--- config.mk ---
export PLATFORM = sky130hd
export DESIGN_NAME = rxvm_port_regs
export DESIGN_NICKNAME = d
export VERILOG_FILES = /design/src/hdl/rxvm_pkg.sv /design/src/hdl/rxvm_fifo.sv /design/src/hdl/rxvm_port_regs.sv
export SDC_FILE = /design/constraint.sdc
export NUM_CORES = 1
export LEC_CHECK = 0
export BUFFER_PORTS_ARGS = -buffer_cell sky130_fd_sc_hd__buf_2
export CAP_MARGIN = 20
export CORE_MARGIN = 3
export CORE_UTILIZATION = 50
export CTS_BUF_LIST = sky130_fd_sc_hd__clkbuf_8
export CTS_CLUSTER_DIAMETER = 30
export DETAILED_ROUTE_END_ITERATION = 8
export PLACE_DENSITY = 0.67
export SLEW_MARGIN = 30
export SYNTH_ARGS = -nofsm -noshare
export SYNTH_HDL_FRONTEND = slang
export SYNTH_HIERARCHICAL = 1
export SYNTH_SLANG_ARGS = --single-unit
export TNS_END_PERCENT = 10
--- constraint.sdc ---
create_clock -name mclk -period 25.7 [get_ports mclk]
set_input_delay 5.14 -clock mclk [delete_from_list [all_inputs] [get_ports mclk]]
set_output_delay 5.14 -clock mclk [all_outputs]
set_load 0.005 [all_outputs]
--- src/hdl/rxvm_pkg.sv ---
// Shared constants and types for the receive-port channel map and line statistics block.
package rxvm_pkg;

  // ----------------------------------------------------------------
  // Port count and register offsets
  // ----------------------------------------------------------------
  localparam int        NUM_PORTS   = 4;
  localparam logic [7:0] ADDR_RAW10  = 8'h70;
  localparam logic [7:0] ADDR_RAW12  = 8'h71;
  localparam logic [7:0] ADDR_REMAP  = 8'h72;
  localparam logic [7:0] ADDR_LINES_HI = 8'h73;
  localparam logic [7:0] ADDR_LINES_LO = 8'h74;
  localparam logic [7:0] ADDR_LEN_HI = 8'h75;

  // ----------------------------------------------------------------
  // Field positions and reset values
  // ----------------------------------------------------------------
  localparam int         CHAN_LSB     = 6;
  localparam int         CHAN_MSB     = 7;
  localparam int         TYPE_LSB     = 0;
  localparam int         TYPE_MSB     = 5;
  localparam logic [5:0] RAW10_TYPE_RST = 6'h2b;
  localparam logic [5:0] RAW12_TYPE_RST = 6'h2c;
  localparam logic [7:0] REMAP_RST    = 8'he4;
  localparam logic [7:0] BYTE_RST     = 8'h00;
  localparam logic [15:0] STAT_RST    = 16'h0000;
  localparam logic [15:0] STAT_MAX    = 16'hffff;
  localparam logic [15:0] STAT_ONE    = 16'h0001;

  // ----------------------------------------------------------------
  // Strapped input mode encodings
  // ----------------------------------------------------------------
  localparam logic [1:0] MODE_CSI      = 2'h0;
  localparam logic [1:0] MODE_RAW12_LF = 2'h1;
  localparam logic [1:0] MODE_RAW12_HF = 2'h2;
  localparam logic [1:0] MODE_RAW10    = 2'h3;

  // ----------------------------------------------------------------
  // Per-port state
  // ----------------------------------------------------------------
  typedef struct packed {
    logic [1:0]  raw10Channel;
    logic [5:0]  raw10Type;
    logic [1:0]  raw12Channel;
    logic [5:0]  raw12Type;
    logic [7:0]  channelRemap;
    logic [1:0]  portInputMode;
    logic        fvPrev;
    logic        lvPrev;
    logic [15:0] lineCnt;
    logic [15:0] lenCnt;
    logic [15:0] lastLen;
    logic [15:0] frameLines;
    logic [15:0] lineLength;
    logic [7:0]  frameLinesLower;
    logic [7:0]  lineLengthLower;
    logic        linesLock;
    logic        lenLock;
    logic        linesHiRead;
    logic        lenHiRead;
  } rxvm_port_t;

endpackage

--- src/hdl/rxvm_fifo.sv ---
// Small flip-flop FIFO with valid/ready on both sides.
`timescale 1ns/1ps
`default_nettype none
module rxvm_fifo #(
  parameter int WIDTH = 8,
  parameter int DEPTH = 4
) (
  // Clock and reset
  input  wire logic             mclk,
  input  wire logic             rstSync_b,
  // Fill side
  input  wire logic             inValid,
  output logic                  inReady,
  input  wire logic [WIDTH-1:0] inData,
  // Drain side
  output logic                  outValid,
  input  wire logic             outReady,
  output logic [WIDTH-1:0]      outData
);

  localparam int AW = (DEPTH > 1) ? $clog2(DEPTH) : 1;
  localparam logic [AW:0] DEPTH_CNT = (AW + 1)'(DEPTH);
  localparam logic [AW-1:0] LAST_PTR = AW'(DEPTH - 1);

  typedef struct packed {
    logic [DEPTH-1:0][WIDTH-1:0] mem;
    logic [AW-1:0]               wrPtr;
    logic [AW-1:0]               rdPtr;
    logic [AW:0]                 count;
  } rxvm_fifo_state_t;

  rxvm_fifo_state_t st;
  rxvm_fifo_state_t next_st;
  logic             push;
  logic             pop;

  // ----------------------------------------------------------------
  // Handshake
  // ----------------------------------------------------------------
  // Full and empty come straight from the count, so a stalled drain side backs up the source.
  assign inReady  = rstSync_b && (st.count != DEPTH_CNT); // Refused while held in reset.
  assign outValid = (st.count != '0);
  assign outData  = st.mem[st.rdPtr];
  assign push     = inValid && inReady;
  assign pop      = outValid && outReady;

  // Pointer and count update.
  always_comb begin
    next_st = st;
    if (push) begin
      next_st.mem[st.wrPtr] = inData;
      next_st.wrPtr = (st.wrPtr == LAST_PTR) ? '0 : st.wrPtr + 1'b1;
    end
    if (pop) begin
      next_st.rdPtr = (st.rdPtr == LAST_PTR) ? '0 : st.rdPtr + 1'b1;
    end
    if (push && !pop) begin
      next_st.count = st.count + 1'b1;
    end else if (pop && !push) begin
      next_st.count = st.count - 1'b1;
    end
  end

  // State register.
  always_ff @(posedge mclk or negedge rstSync_b) begin
    if (!rstSync_b) begin
      st <= '0;
    end else begin
      st <= next_st;
    end
  end

endmodule
`default_nettype wire

--- src/hdl/rxvm_port_regs.sv ---
// Per-port channel tagging, channel remap and frame line statistics with their registers.
// How it works
// - Each receive port has its own register copy, chosen by the port select.
// - Raw10 mode tags packets with channel bits 7:6, default the port number.
// - Raw10 mode uses data type bits 5:0, reset 0x2B, for emitted packets.
// - Raw10 settings apply only in raw10 mode, ignored otherwise.
// - Raw12 mode tags packets with channel bits 7:6, default the port number.
// - Raw12 mode uses data type bits 5:0, reset 0x2C, for emitted packets.
// - Raw12 settings apply in either raw12 mode, low or high frequency.
// - Incoming channel n is replaced by remap bits [2n+1:2n]; reset 0xE4 is identity.
// - Remapping applies only in the serial packet input mode.
// - Lines per frame are counted; last frame's count shown as high and low bytes.
// - With its change enable set, the line count holds until software reads it.
// - Reading the line count high byte captures the matching low byte.
// - Line length of the last frame is reported, namely its last line.
// - With its change enable set, the line length holds until software reads it.
// - Upper line length byte is read-only and resets to zero.
// - Input mode is a two-bit strap: 00 packets, 01/10 raw12, 11 raw10.
// - Reading the line length high byte captures the matching low byte.
`timescale 1ns/1ps
`default_nettype none
module rxvm_port_regs #(
  parameter int DATA_W     = 32,
  parameter int FIFO_DEPTH = 4
) (
  // Clock and reset
  input  wire logic                            mclk,
  input  wire logic                            rst_b,
  // Register access, already routed by the serial control port
  input  wire logic [1:0]                      portSelect,
  input  wire logic [7:0]                      regAddr,
  input  wire logic                            regWr,
  input  wire logic [7:0]                      regWrData,
  input  wire logic                            regRd,
  output logic [7:0]                           regRdData,
  // Low line length byte, served by the neighbouring register
  input  wire logic                            lineLengthLowerRd,
  output logic [7:0]                           lineLengthLower,
  // Loose control bits and straps, one per port
  input  wire logic [rxvm_pkg::NUM_PORTS-1:0]   lineTotalChangeIrqEn,
  input  wire logic [rxvm_pkg::NUM_PORTS-1:0]   lineLengthChangeIrqEn,
  input  wire logic [2*rxvm_pkg::NUM_PORTS-1:0] portInputModeStrap,
  // Video framing from the link receivers
  input  wire logic [rxvm_pkg::NUM_PORTS-1:0]   frameValid,
  input  wire logic [rxvm_pkg::NUM_PORTS-1:0]   lineValid,
  // Incoming packet headers and data
  input  wire logic                            inValid,
  output logic                                 inReady,
  input  wire logic [1:0]                      inPort,
  input  wire logic [1:0]                      inChannel,
  input  wire logic [5:0]                      inType,
  input  wire logic [DATA_W-1:0]               inData,
  // Tagged packets toward the transmitter
  output logic                                 outValid,
  input  wire logic                            outReady,
  output logic [1:0]                           outPort,
  output logic [1:0]                           outChannel,
  output logic [5:0]                           outType,
  output logic [DATA_W-1:0]                    outData
);

  localparam int NP = rxvm_pkg::NUM_PORTS;
  localparam int PKT_W = 2 + 2 + 6 + DATA_W;

  typedef struct packed {
    rxvm_pkg::rxvm_port_t [NP-1:0] port;
    logic [2*NP-1:0]              strap1;
    logic [2*NP-1:0]              strap2;
    logic [2*NP-1:0]              strap3;
    logic                         strapTaken;
    logic [2:0]                   strapFill;
    logic [7:0]                   rdData;
  } rxvm_state_t;

  // Reset image: channel fields default to the port's own number.
  function automatic rxvm_state_t resetImage();
    rxvm_state_t r;
    r = '0;
    for (int p = 0; p < NP; p++) begin
      r.port[p].raw10Channel = 2'(p);
      r.port[p].raw10Type    = rxvm_pkg::RAW10_TYPE_RST;
      r.port[p].raw12Channel = 2'(p);
      r.port[p].raw12Type    = rxvm_pkg::RAW12_TYPE_RST;
      r.port[p].channelRemap = rxvm_pkg::REMAP_RST;
    end
    return r;
  endfunction

  localparam rxvm_state_t RESET_IMAGE = resetImage();

  rxvm_state_t       st;
  rxvm_state_t       next_st;
  logic [1:0]        rstSync;
  logic              rstSync_b;
  logic [1:0]        tagChannel;
  logic [5:0]        tagType;
  logic [PKT_W-1:0]  fifoIn;
  logic [PKT_W-1:0]  fifoOut;

  // ----------------------------------------------------------------
  // Reset release
  // ----------------------------------------------------------------
  // Two flops so that every other flop leaves reset on the same clean edge.
  always_ff @(posedge mclk or negedge rst_b) begin
    if (!rst_b) begin
      rstSync <= 2'h0;
    end else begin
      rstSync <= {rstSync[0], 1'b1};
    end
  end
  assign rstSync_b = rstSync[1];

  // ----------------------------------------------------------------
  // Packet tagging
  // ----------------------------------------------------------------
  // The mode of the packet's own port decides which fields tag it.
  always_comb begin
    tagChannel = st.port[inPort].channelRemap[{inChannel, 1'b0} +: 2];
    tagType    = inType;
    case (st.port[inPort].portInputMode)
      rxvm_pkg::MODE_CSI: begin
        tagChannel = st.port[inPort].channelRemap[{inChannel, 1'b0} +: 2];
        tagType    = inType;
      end
      rxvm_pkg::MODE_RAW12_LF, rxvm_pkg::MODE_RAW12_HF: begin
        tagChannel = st.port[inPort].raw12Channel;
        tagType    = st.port[inPort].raw12Type;
      end
      rxvm_pkg::MODE_RAW10: begin
        tagChannel = st.port[inPort].raw10Channel;
        tagType    = st.port[inPort].raw10Type;
      end
      default: begin
        tagChannel = inChannel;
        tagType    = inType;
      end
    endcase
  end

  assign fifoIn = {inPort, tagChannel, tagType, inData};

  // Four words of slack absorb short stalls of the transmitter without dropping packets.
  rxvm_fifo #(
    .WIDTH (PKT_W),
    .DEPTH (FIFO_DEPTH)
  ) u_fifo (
    .mclk      (mclk),
    .rstSync_b (rstSync_b),
    .inValid   (inValid),
    .inReady   (inReady),
    .inData    (fifoIn),
    .outValid  (outValid),
    .outReady  (outReady),
    .outData   (fifoOut)
  );

  assign {outPort, outChannel, outType, outData} = fifoOut;

  // ----------------------------------------------------------------
  // Registers, straps and frame measurement
  // ----------------------------------------------------------------
  always_comb begin
    logic fv;
    logic lv;
    logic lvRise;
    logic lvFall;
    logic fvRise;
    logic fvFall;
    logic sel;
    logic linesHiRd;
    logic linesLoRd;
    logic lenHiRd;
    logic lenLoRd;
    logic linesRelease;
    logic lenRelease;
    logic linesUpdate;
    logic lenUpdate;
    fv = 1'b0;
    lv = 1'b0;
    lvRise = 1'b0;
    lvFall = 1'b0;
    fvRise = 1'b0;
    fvFall = 1'b0;
    sel = 1'b0;
    linesHiRd = 1'b0;
    linesLoRd = 1'b0;
    lenHiRd = 1'b0;
    lenLoRd = 1'b0;
    linesRelease = 1'b0;
    lenRelease = 1'b0;
    linesUpdate = 1'b0;
    lenUpdate = 1'b0;
    next_st = st;

    next_st.strap1 = portInputModeStrap;
    next_st.strap2 = st.strap1;
    next_st.strap3 = st.strap2;
    // Reset zeros in the stages must not pass for a strapped value, so wait until all three are filled.
    next_st.strapFill = {st.strapFill[1:0], 1'b1};
    if (!st.strapTaken && st.strapFill[2] && (st.strap2 == st.strap3)) begin
      next_st.strapTaken = 1'b1;
      for (int p = 0; p < NP; p++) begin
        next_st.port[p].portInputMode = st.strap3[2*p +: 2];
      end
    end

    if (regRd) begin
      case (regAddr)
        rxvm_pkg::ADDR_RAW10: next_st.rdData = {st.port[portSelect].raw10Channel, st.port[portSelect].raw10Type};
        rxvm_pkg::ADDR_RAW12: next_st.rdData = {st.port[portSelect].raw12Channel, st.port[portSelect].raw12Type};
        rxvm_pkg::ADDR_REMAP: next_st.rdData = st.port[portSelect].channelRemap;
        rxvm_pkg::ADDR_LINES_HI: next_st.rdData = st.port[portSelect].frameLines[15:8];
        rxvm_pkg::ADDR_LINES_LO: next_st.rdData = st.port[portSelect].frameLinesLower;
        rxvm_pkg::ADDR_LEN_HI: next_st.rdData = st.port[portSelect].lineLength[15:8];
        default: next_st.rdData = rxvm_pkg::BYTE_RST;
      endcase
    end

    for (int p = 0; p < NP; p++) begin
      sel = (portSelect == 2'(p));
      // writes reach only the selected copy
      if (regWr && sel) begin
        case (regAddr)
          rxvm_pkg::ADDR_RAW10: begin
            next_st.port[p].raw10Channel = regWrData[rxvm_pkg::CHAN_MSB:rxvm_pkg::CHAN_LSB];
            next_st.port[p].raw10Type    = regWrData[rxvm_pkg::TYPE_MSB:rxvm_pkg::TYPE_LSB];
          end
          rxvm_pkg::ADDR_RAW12: begin
            next_st.port[p].raw12Channel = regWrData[rxvm_pkg::CHAN_MSB:rxvm_pkg::CHAN_LSB];
            next_st.port[p].raw12Type    = regWrData[rxvm_pkg::TYPE_MSB:rxvm_pkg::TYPE_LSB];
          end
          rxvm_pkg::ADDR_REMAP: next_st.port[p].channelRemap = regWrData;
          default: begin
          end
        endcase
      end

      // Edges of the framing levels; these come from logic on this clock.
      fv = frameValid[p];
      lv = lineValid[p];
      lvRise = lv && !st.port[p].lvPrev;
      lvFall = !lv && st.port[p].lvPrev;
      fvRise = fv && !st.port[p].fvPrev;
      fvFall = !fv && st.port[p].fvPrev;
      next_st.port[p].fvPrev = fv;
      next_st.port[p].lvPrev = lv;

      if (fvRise) begin
        next_st.port[p].lineCnt = lvRise ? rxvm_pkg::STAT_ONE : rxvm_pkg::STAT_RST;
      end else if (fv && lvRise && (st.port[p].lineCnt != rxvm_pkg::STAT_MAX)) begin
        next_st.port[p].lineCnt = st.port[p].lineCnt + rxvm_pkg::STAT_ONE;
      end
      // length of each line in cycles
      if (lvRise) begin
        next_st.port[p].lenCnt = rxvm_pkg::STAT_ONE;
      end else if (lv && (st.port[p].lenCnt != rxvm_pkg::STAT_MAX)) begin
        next_st.port[p].lenCnt = st.port[p].lenCnt + rxvm_pkg::STAT_ONE;
      end
      if (lvFall) begin
        next_st.port[p].lastLen = st.port[p].lenCnt;
      end

      // Read side effects on the selected copy.
      linesHiRd = regRd && sel && (regAddr == rxvm_pkg::ADDR_LINES_HI);
      linesLoRd = regRd && sel && (regAddr == rxvm_pkg::ADDR_LINES_LO);
      lenHiRd   = regRd && sel && (regAddr == rxvm_pkg::ADDR_LEN_HI);
      lenLoRd   = lineLengthLowerRd && sel;
      // both bytes read releases the hold
      linesRelease = linesLoRd && st.port[p].linesHiRead;
      lenRelease   = lenLoRd && st.port[p].lenHiRead;

      // held line count waits for its read
      linesUpdate = fvFall && (!lineTotalChangeIrqEn[p] || !st.port[p].linesLock || linesRelease);
      // held line length waits for its read
      lenUpdate   = fvFall && (!lineLengthChangeIrqEn[p] || !st.port[p].lenLock || lenRelease);

      // capture low byte on high read
      if (linesHiRd) begin
        next_st.port[p].frameLinesLower = st.port[p].frameLines[7:0];
        next_st.port[p].linesHiRead     = 1'b1;
      end else if (linesLoRd) begin
        next_st.port[p].linesHiRead = 1'b0;
      end
      // capture low length byte on high read
      if (lenHiRd) begin
        next_st.port[p].lineLengthLower = st.port[p].lineLength[7:0];
        next_st.port[p].lenHiRead       = 1'b1;
      end else if (lenLoRd) begin
        next_st.port[p].lenHiRead = 1'b0;
      end

      // A new frame result taken in the release cycle re-arms the hold, so set beats clear.
      if (linesUpdate) begin
        next_st.port[p].frameLines = st.port[p].lineCnt;
        next_st.port[p].linesLock  = lineTotalChangeIrqEn[p];
      end else if (linesRelease) begin
        next_st.port[p].linesLock = 1'b0;
      end
      // last line of the frame wins
      if (lenUpdate) begin
        next_st.port[p].lineLength = lvFall ? st.port[p].lenCnt : st.port[p].lastLen;
        next_st.port[p].lenLock    = lineLengthChangeIrqEn[p];
      end else if (lenRelease) begin
        next_st.port[p].lenLock = 1'b0;
      end
    end
  end

  // State register.
  always_ff @(posedge mclk or negedge rstSync_b) begin
    if (!rstSync_b) begin
      st <= RESET_IMAGE;
    end else begin
      st <= next_st;
    end
  end

  assign regRdData       = st.rdData;
  assign lineLengthLower = st.port[portSelect].lineLengthLower;

endmodule
`default_nettype wire

==> run_results.csv, run 1 <==
group,metric,value,unit
run_status,status,"completed",
critical_path,arrival,6.13,ns
grt,track_usage,21.93,%
sta,fin_hold_ws,0.2483,ns
sta,setup_tns,0,ns
sta,finalSetupViolations,0,
floorplan,row_count,93,
cells_and_area,layout_common_cells,"dfrtp_1 (670), mux2_2 (537), clkbuf_8 (180)",
routing,drt_wl_total,75.36,mm
cts,htreeDepth,4,
sta,slew_headroom,34.04,%
yosys,netlist.area_leader.share,50.78,%
routing,wire_per_inst,21.10,um
cts,cts_setup_buffers,0,
routing,drtPass1Iterations,7,
yosys,avgSynthCellArea,13.88,um^2
yosys,synthCells,2389,
yosys,synth.yosys.warnings,6,
yosys,synth_cell_types,84,
sta,clock_skew,0.03352,ns
yosys,yosys_register_bits,725,
cts,clk_pin_slew,0.06,ns
yosys,synth_seq_area_share,54.90,%
cts,cts_buffers,149,
power_and_ir_drop,p_per_area,86.63,nW/um^2
cells_and_area,final_nets,2700,
routing,met2WireLength,35.02,mm
routing,drc,0,
cts,clkLatencyLatePin,0.79,ns
routing,first_iter_violations,1403,
yosys,synth_edf_count,0,
placement,dpl.hpwl,51.56,mm
min_path,hp-class,"flop to async pin",
sta,slew_viol_final,0,
sta,worstMarginPinSlew,0.9827,ns
routing,wl_met1,33.53,mm
cts,cts_sinks,725,
cts,cts_root_buffer,"clkbuf_8",
floorplan,die_h,263.5,um
sta,hold_viol_final,0,
cells_and_area,layout-drive-gt1-share,43.42,%
power_and_ir_drop,ir_worst_vdd,0.04247,mV
critical_path,cp-start-kind,"primary input",
routing,wl_met3,4.655,mm
grt,overflow,0,
grt,grt_max_degree,194,
sta,finalCritPeriodShare,43.85,%
floorplan,die_w,263.5,um
critical_path,reg2reg_depth,4,
yosys,synth-main-ff-cell,"dfrtp_1",
run,maxCapViolations,0,
sta,clock.fmax,88.74,MHz
cells_and_area,layout_commonest_cell,"dfrtp_1",
cts,cts_resized,0,
placement,numPortBuffers,150,
floorplan,die_area,69450,um^2
sta,rsz0062_at_grt,"no",
grt,antenna_found_initial,12,
routing,dr_total_vias,20610,
routing,detail-route-antenna-nets,0,
cells_and_area,syn_to_final_growth,14.50,%
cts,ctsLongestPathBuffers,3,
critical_path,worstSetupPathType,"primary input to output port",
critical_path,r2r_setup_slack,22.39,ns
routing,drt-vias-per-instance,5.769,
floorplan,io_pins,151,
cts,holdBufCountCts,0,
yosys,synth-async-reset-ratio,100.0,%
placement,globalplace.congestion,0.9181,
yosys,yosysTopAreaCell,"dfrtp_1",
floorplan,coreArea,65050,um^2
floorplan,initial_core_util,50.98,%
power_and_ir_drop,power,3.289,mW
cts,cts_tree,"yes",
yosys,syn_area,33160,um^2
yosys,synth.top_cells.by_area,"dfrtp_1 (51%), mux2_2 (18%), mux4_2 (8.1%)",
sta,post-route-min-period,11.27,ns
critical_path,timing.rr.start,"rstSync[1]$_DFF_PN0_",
power_and_ir_drop,cellLeakagePower,17.09,nW
grt,grt_pass1_wl,120.4,mm
routing,top_layer,"met5",
critical_path,reg2reg_to,"st[242]$_DFFE_PN0P_",
critical_path,cp-end-kind,"output port",
grt,first_global_vias,21440,
cells_and_area,fill_cells,5082,
critical_path,crit_required,20.56,ns
critical_path,worstPathMaxFanout,18,
[state kept, by name, indices dropped and copies added (netlist names)]
name,cells
rstSync,2
next_st,18
u_fifo/st,175
st,522
regRdData,8
[metrics by stage]
step | util, % | instance area (um^2) | setup WS (ns) | std cells
after floorplan | - | 33170 | 2.913 | 2390
after CTS | 58.25 | 37890 | 14.42 | 3567
after detailed placement | 53.17 | 34580 | 14.42 | 3295
after global routing | 58.37 | 37970 | 14.37 | 3571
final | 58.37 | 37970 | 14.43 | 3572
after global placement | 53.07 | 34520 | 14.44 | 3294
[cells by family after synthesis]
family                     after synthesis  share of synthesized area (%)
xor gates and xnor gates               104                          2.747
and+or+nand+nor                        569                          9.104
other                                    1                        0.01131
muxes                                  665                          26.63
buffers and inverters                  145                          2.354
DFF                                    725                          54.90
adders and majority gates               17                         0.6640
AOI/OAI and AO/OA                      163                          3.588
[synth_stat cells (all sizes together), types with 11 or more instances]
| library cell | number |
|---|---|
| a21oi | 38 |
| o21ai | 21 |
| nor3 | 30 |
| nand2 | 115 |
| dfrtp | 673 |
| mux4 | 120 |
| nor2b | 20 |
| xnor2 | 62 |
| and4 | 14 |
| buf | 62 |
| and3 | 20 |
| nor4 | 30 |
| clkbuf | 61 |
| dfstp | 52 |
| a22oi | 13 |
| nand2b | 18 |
| nand3 | 81 |
| a211oi | 17 |
| a31oi | 13 |
| and2 | 11 |
| inv | 20 |
| nor2 | 143 |
| xor2 | 42 |
| nand4 | 48 |
| ha | 16 |
| mux2 | 537 |
[how the worst max path moves through the flow]
stage / from / endpoint / slack, ns / depth (start not counted)
after floorplan: rstSync[1]$_DFF_PN0_ / inReady / 2.91 / 1
after global placement: portSelect[0] / lineLengthLower[4] / 14.44 / 3
after detailed placement: portSelect[0] / lineLengthLower[7] / 14.42 / 3
after CTS: portSelect[0] / lineLengthLower[7] / 14.42 / 3
after global routing: portSelect[0] / lineLengthLower[7] / 14.37 / 3
final: portSelect[0] / lineLengthLower[7] / 14.43 / 3
[cell type report]
cell class                 count  area [um^2]  share of cell area [%]
tap                          855         1070                   2.818
timing repair buffer         174         1005                   2.646
clock inverter                92        833.3                   2.195
antenna                        4        10.01                 0.02636
multi-input combinational   1520        14280                   37.60
clock buffer                 180         2477                   6.525
sequential                   725        18210                   47.97
inverter                      22        82.58                  0.2175
[critical path, stage by stage]
cell	delay, ns
buf_4	0.29
mux4_2	0.55
buf_2	0.15
[power breakdown]
group / switching (mW) / internal (mW)
combinational: 0.241 / 0.327
sequential: 0.110 / 1.32
clock: 0.526 / 0.766
total: 0.877 / 2.41
[metal layers]
metal	GRT usage (%)	up-vias
li1	-	9263
met1	30.11	10660
met2	33.61	528
met3	5.729	139
met4	8.494	14
met5	0	-
No activity file was read; power rests on OpenSTA's default activity.
==> inputs of run 2 (changes only) <==
- PLACE_DENSITY: 0.67 -> 0.7
- clock period: 25.7 -> 9.9 ns (I/O delays scaled with it)
==> run 2 against run 1 <==
- via count grew 1.5%
- clock power increased to 2.7 times the previous value
- clock skew fell by 0.0019 ns
- first-iteration DRC count increased by 19%
- count of clock-buffer cells in the layout fell by 6
- wire length up 1.2%
- register-to-register slack lost 16 ns
- core utilization increased by 0.18 points
- critical endpoint is now lineLengthLower[2]
==> run_results.csv, run 2 (synthesis gave the netlist of run 1 again) <==
group,metric,value,unit
cts,cts_setup_buffers,0,
critical_path,crit_required,7.92,ns
floorplan,die_w,263.5,um
placement,dpl.hpwl,52.59,mm
critical_path,timing.rr.start,"rstSync[1]$_DFF_PN0_",
routing,detail-route-antenna-nets,0,
min_path,hp-class,"flop to flop",
critical_path,arrival,3.00,ns
grt,overflow,0,
floorplan,die_area,69450,um^2
power_and_ir_drop,p_per_area,228.0,nW/um^2
power_and_ir_drop,power,8.686,mW
floorplan,die_h,263.5,um
critical_path,cp-start-kind,"primary input",
sta,slew_viol_final,0,
cts,cts_sinks,725,
sta,finalSetupViolations,0,
grt,track_usage,22.33,%
cts,cts_root_buffer,"clkbuf_8",
grt,grt_max_degree,163,
sta,clock_skew,0.03160,ns
routing,wire_per_inst,21.32,um
cts,holdBufCountCts,0,
critical_path,slowest_delay,0.56,ns
grt,grt_pass1_wl,123.3,mm
sta,slew_headroom,38.57,%
min_path,whs_path_depth,0,
cts,clkLatencyLatePin,0.79,ns
sta,finalCritPeriodShare,50.25,%
routing,dr_total_vias,20910,
cells_and_area,largest_reg_flops,522,
sta,hold_viol_final,0,
routing,first_iter_violations,1663,
critical_path,worstPathMaxFanout,18,
run,maxCapViolations,0,
grt,antenna_found_initial,9,
critical_path,worstPathCellList,"buf_4 -> mux4_2 -> buf_2",
critical_path,cpLargestDelayFamily,"multiplexers",
sta,clock.fmax,201.0,MHz
critical_path,cp_slowest_cell,"mux4_2",
routing,drc,0,
cts,cts_tree,"yes",
sta,worstMarginPinSlew,0.9131,ns
grt,first_global_vias,21920,
routing,drtPass1Iterations,5,
power_and_ir_drop,ir_worst_vdd,0.1326,mV
critical_path,reg2reg_depth,5,
cells_and_area,fill_cells,5046,
critical_path,r2r_setup_slack,6.14,ns
sta,post-route-min-period,4.975,ns
cells_and_area,layout_common_cells,"dfrtp_1 (670), mux2_2 (537), clkbuf_8 (174)",
critical_path,worst-path-buf-inv,2,
critical_path,worstSetupPathType,"primary input to output port",
run_status,status,"completed",
cells_and_area,layout_commonest_cell,"dfrtp_1",
cts,ctsLongestPathBuffers,3,
critical_path,reg2reg_to,"u_fifo/st[17]$_DFFE_PN0P_",
cells_and_area,final_nets,2703,
cells_and_area,top_register,"st",
floorplan,row_count,93,
cells_and_area,syn_to_final_growth,14.86,%
cts,clk_pin_slew,0.05,ns
placement,dp_slack,4.798,ns
cells_and_area,layout-drive-gt1-share,43.80,%
sta,rsz0062_at_grt,"no",
cts,cts_resized,0,
cts,cts_buffers,150,
cts,htreeDepth,4,
critical_path,path_depth,3,
sta,setup_tns,0,ns
floorplan,coreArea,65050,um^2
critical_path,cp-end-kind,"output port",
placement,globalplace.congestion,0.8880,
sta,setup_ws,4.925,ns
floorplan,io_pins,151,
routing,drt_wl_total,76.28,mm
min_path,hold_path_startpoint,"next_st[25]$_DFF_PN0_",
min_path,holdPathEnd,"next_st[17]$_DFF_PN0_",
floorplan,initial_core_util,50.98,%
routing,drt-vias-per-instance,5.843,
power_and_ir_drop,cellLeakagePower,17.13,nW
placement,numPortBuffers,150,
[run 2: changes by cell type in the layout (fill, tap and decap cells not counted), moves of 2 or more]
cell,change
buf_4,+2
bufinv_16,+5
clkbuf_8,-6
clkinv_2,+7
clkinv_4,-2
clkinvlp_4,+4
inv_1,-7
inv_12,+2
inv_8,+3
[run 2: layer usage]
metal  GRT usage (%)  routed length [um]
met1           31.24               33740
met2           34.75               36230
met3           5.411                4815
met4           6.929                1431
met5               0                  71
[run 2: worst max path at each step]
| stage | start | endpoint |
|---|---|---|
| 6_report | portSelect[0] | lineLengthLower[2] |
| 5_1_grt | portSelect[0] | lineLengthLower[5] |
| 4_1_cts | portSelect[0] | lineLengthLower[5] |
| 3_5_place_dp | portSelect[0] | st[200]$_DFFE_PN0P_ |
| 3_3_place_gp | portSelect[0] | lineLengthLower[6] |
| 2_1_floorplan | rstSync[1]$_DFF_PN0_ | inReady |
[run 2: worst reg2reg max path, stage by stage, from the launching register on]
cell	delay (ns)
dfrtp_4	0.87
buf_4	0.73
nand2_1	0.44
nor3b_4	0.76
buf_4	0.42
mux2_2	0.40
[run 2: area by class of cell]
cell class,instances,area [um^2],share of cell area (%)
Clock buffer,174,2395,6.287
Sequential cell,725,18210,47.82
Inverter,22,82.58,0.2168
Tap cell,855,1070,2.809
Antenna cell,4,10.01,0.02628
Multi-Input combinational cell,1520,14270,37.46
Clock inverter,102,1046,2.746
Timing Repair Buffer,176,1003,2.635
[run 2: stage by stage]
stage | hold slack (ns) | cell area, um^2 | util (%) | cells
floorplan | 0.3312 | 33170 | - | 2390
global placement | 0.3329 | 34530 | 53.09 | 3297
detailed placement | 0.3347 | 34580 | 53.16 | 3297
CTS | 0.3485 | 38020 | 58.45 | 3573
global route | 0.3501 | 38080 | 58.55 | 3575
finish | 0.3466 | 38090 | 58.56 | 3578
[run 2: power breakdown]
| group | internal [mW] | switching (mW) | total (mW) |
|---|---|---|---|
| combinational | 0.851 | 0.626 | 1.48 |
| clock | 2.09 | 1.40 | 3.49 |
| sequential | 3.42 | 0.296 | 3.72 |
| total | 6.37 | 2.32 | 8.69 |
==> inputs of run 3 (changes only) <==
- clock period: 9.9 -> 4.1 ns (I/O delays scaled with it)
==> run 3 against run 2 <==
- hold slack worse by 0.19 ns
- clock skew barely moved
- clock power grew 140%
- power rose by 140%
- count of clock-buffer cells in the layout rose by 2
- die area unchanged
- critical endpoint is now outData[9]
==> run_results.csv, run 3 (synthesis gave the netlist of run 1 again) <==
group,metric,value,unit
min_path,holdPathEnd,"next_st[22]$_DFF_PN0_",
min_path,hold_path_startpoint,"portInputModeStrap[2]",
power_and_ir_drop,p_int,15.45,mW
power_and_ir_drop,comb_power_share,17.0,%
routing,wire_per_inst,21.53,um
cts,cts_sinks,725,
grt,grt_pass1_wl,123.9,mm
power_and_ir_drop,p_switching,5.559,mW
cells_and_area,layout_common_cells,"dfrtp_1 (670), mux2_2 (537), clkbuf_8 (176)",
cts,cts_buffers,148,
floorplan,row_count,93,
critical_path,crit_required,3.28,ns
sta,post-route-min-period,3.381,ns
placement,dpl.hpwl,52.87,mm
critical_path,worst-path-buf-inv,2,
power_and_ir_drop,seqPwrFrac,43.1,%
critical_path,reg2reg_to,"u_fifo/st[40]$_DFFE_PN0P_",
grt,track_usage,22.53,%
floorplan,coreArea,65050,um^2
critical_path,path_depth,3,
power_and_ir_drop,p_per_area,550.5,nW/um^2
cells_and_area,final_nets,2707,
placement,place_area,34680,um^2
power_and_ir_drop,power,21.01,mW
grt,first_global_vias,21830,
sta,rsz0062_at_grt,"no",
critical_path,timing.rr.start,"rstSync[1]$_DFF_PN0_",
floorplan,die_w,263.5,um
power_and_ir_drop,swShare,26.46,%
floorplan,initial_core_util,50.98,%
cts,cts_setup_buffers,0,
cells_and_area,layout-drive-gt1-share,43.86,%
sta,clock_skew,0.03136,ns
critical_path,cpLargestDelayFamily,"flip-flops",
cts,clk_pin_slew,0.05,ns
cells_and_area,largest_reg_flops,522,
grt,overflow,0,
critical_path,slowest_delay,0.72,ns
sta,finalSetupViolations,0,
power_and_ir_drop,cellLeakagePower,17.16,nW
sta,hold_viol_final,0,
cells_and_area,final_area,38170,um^2
cts,clkLatencyLatePin,0.79,ns
critical_path,cp-end-kind,"output port",
min_path,whs_path_depth,1,
routing,dr_total_vias,21010,
sta,slew_viol_final,0,
placement,numPortBuffers,150,
sta,worstMarginPinSlew,0.9305,ns
cts,htreeDepth,4,
cells_and_area,layout_commonest_cell,"dfrtp_1",
cts,cts_tree,"yes",
run,maxCapViolations,0,
min_path,hp-class,"primary input to flop",
critical_path,cp-start-kind,"flop",
grt,antenna_found_initial,13,
placement,globalplace.congestion,0.8794,
sta,finalCritPeriodShare,82.46,%
floorplan,io_pins,151,
critical_path,reg2reg_depth,4,
critical_path,r2r_setup_slack,1.57,ns
grt,grt_max_degree,189,
routing,first_iter_violations,1571,
power_and_ir_drop,ir_worst_vdd,0.2579,mV
sta,clock.fmax,295.8,MHz
critical_path,worstPathCellList,"buf_12 -> mux4_2 -> buf_2",
sta,slew_headroom,37.81,%
floorplan,die_area,69450,um^2
routing,drc,0,
critical_path,worstSetupPathType,"flop to output port",
routing,detail-route-antenna-nets,0,
power_and_ir_drop,p_clk_share,40.0,%
cts,ctsLongestPathBuffers,3,
cells_and_area,syn_to_final_growth,15.09,%
run_status,status,"completed",
critical_path,arrival,2.56,ns
sta,fin_hold_ws,0.1558,ns
critical_path,cp_slowest_cell,"dfrtp_2",
routing,drtPass1Iterations,5,
floorplan,die_h,263.5,um
critical_path,worstPathMaxFanout,29,
routing,drt-vias-per-instance,5.871,
cells_and_area,top_register,"st",
sta,setup_tns,0,ns
cts,cts_root_buffer,"clkbuf_8",
routing,drt_wl_total,77.07,mm
[run 3: area by class of cell]
| class | count | area [um^2] |
|---|---|---|
| Antenna cell | 4 | 10.01 |
| Clock buffer | 176 | 2422 |
| Clock inverter | 95 | 988.4 |
| Fill cell | 5019 | 26880 |
| Inverter | 22 | 82.58 |
| Multi-Input combinational cell | 1520 | 14260 |
| Sequential cell | 725 | 18210 |
| Tap cell | 855 | 1070 |
| Timing Repair Buffer | 182 | 1124 |
[run 3: metrics by stage]
stage	cells	utilization (%)	setup WS, ns
final	3579	58.68	0.7192
after global routing	3578	58.67	0.5408
after CTS	3574	58.58	0.6044
after detailed placement	3302	53.32	0.6580
after global placement	3301	53.25	0.7426
after floorplan	2390	-	-3.875
[run 3: layer usage]
metal	global-route usage [%]	vias up	part of all wire, %
li1	-	9279	-
met1	31.65	10940	45
met2	34.30	606	46
met3	5.318	170	5.9
met4	8.479	14	2.8
met5	0	-	0.13
[run 3: worst register-to-register path, stage by stage (launching register included)]
cell and delay, ns:
dfrtp_4 0.49, nand2_1 0.29, nor3b_4 0.77, buf_4 0.46, mux2_2 0.40
[run 3: how the worst max path moves through the flow]
| stage | from | to | slack, ns |
|---|---|---|---|
| 2_1_floorplan | rstSync[1]$_DFF_PN0_ | u_fifo/st[2]$_DFFE_PN0P_ | -3.88 |
| 3_3_place_gp | inPort[0] | u_fifo/st[45]$_DFFE_PN0P_ | 0.74 |
| 3_5_place_dp | inPort[0] | u_fifo/st[171]$_DFFE_PN0P_ | 0.66 |
| 4_1_cts | u_fifo/st[3]$_DFFE_PN0P_ | outData[29] | 0.60 |
| 5_1_grt | u_fifo/st[3]$_DFFE_PN0P_ | outData[9] | 0.54 |
| 6_report | u_fifo/st[3]$_DFFE_PN0P_ | outData[9] | 0.72 |
[run 3: repair_timing]
action                    CTS  global route
gates resized for setup     0             0
hold endpoints to repair    2             0
hold buffers                1             0
[run 3: power groups by stage]
stage	sequential (mW)	clock (mW)	combinational (mW)
CTS	9.05	8.59	3.61
finish	9.05	8.40	3.56
detailed placement	9.16	0	3.59
global placement	9.05	0	3.45
floorplan	8.88	0	2.57
global route	9.20	8.95	3.87
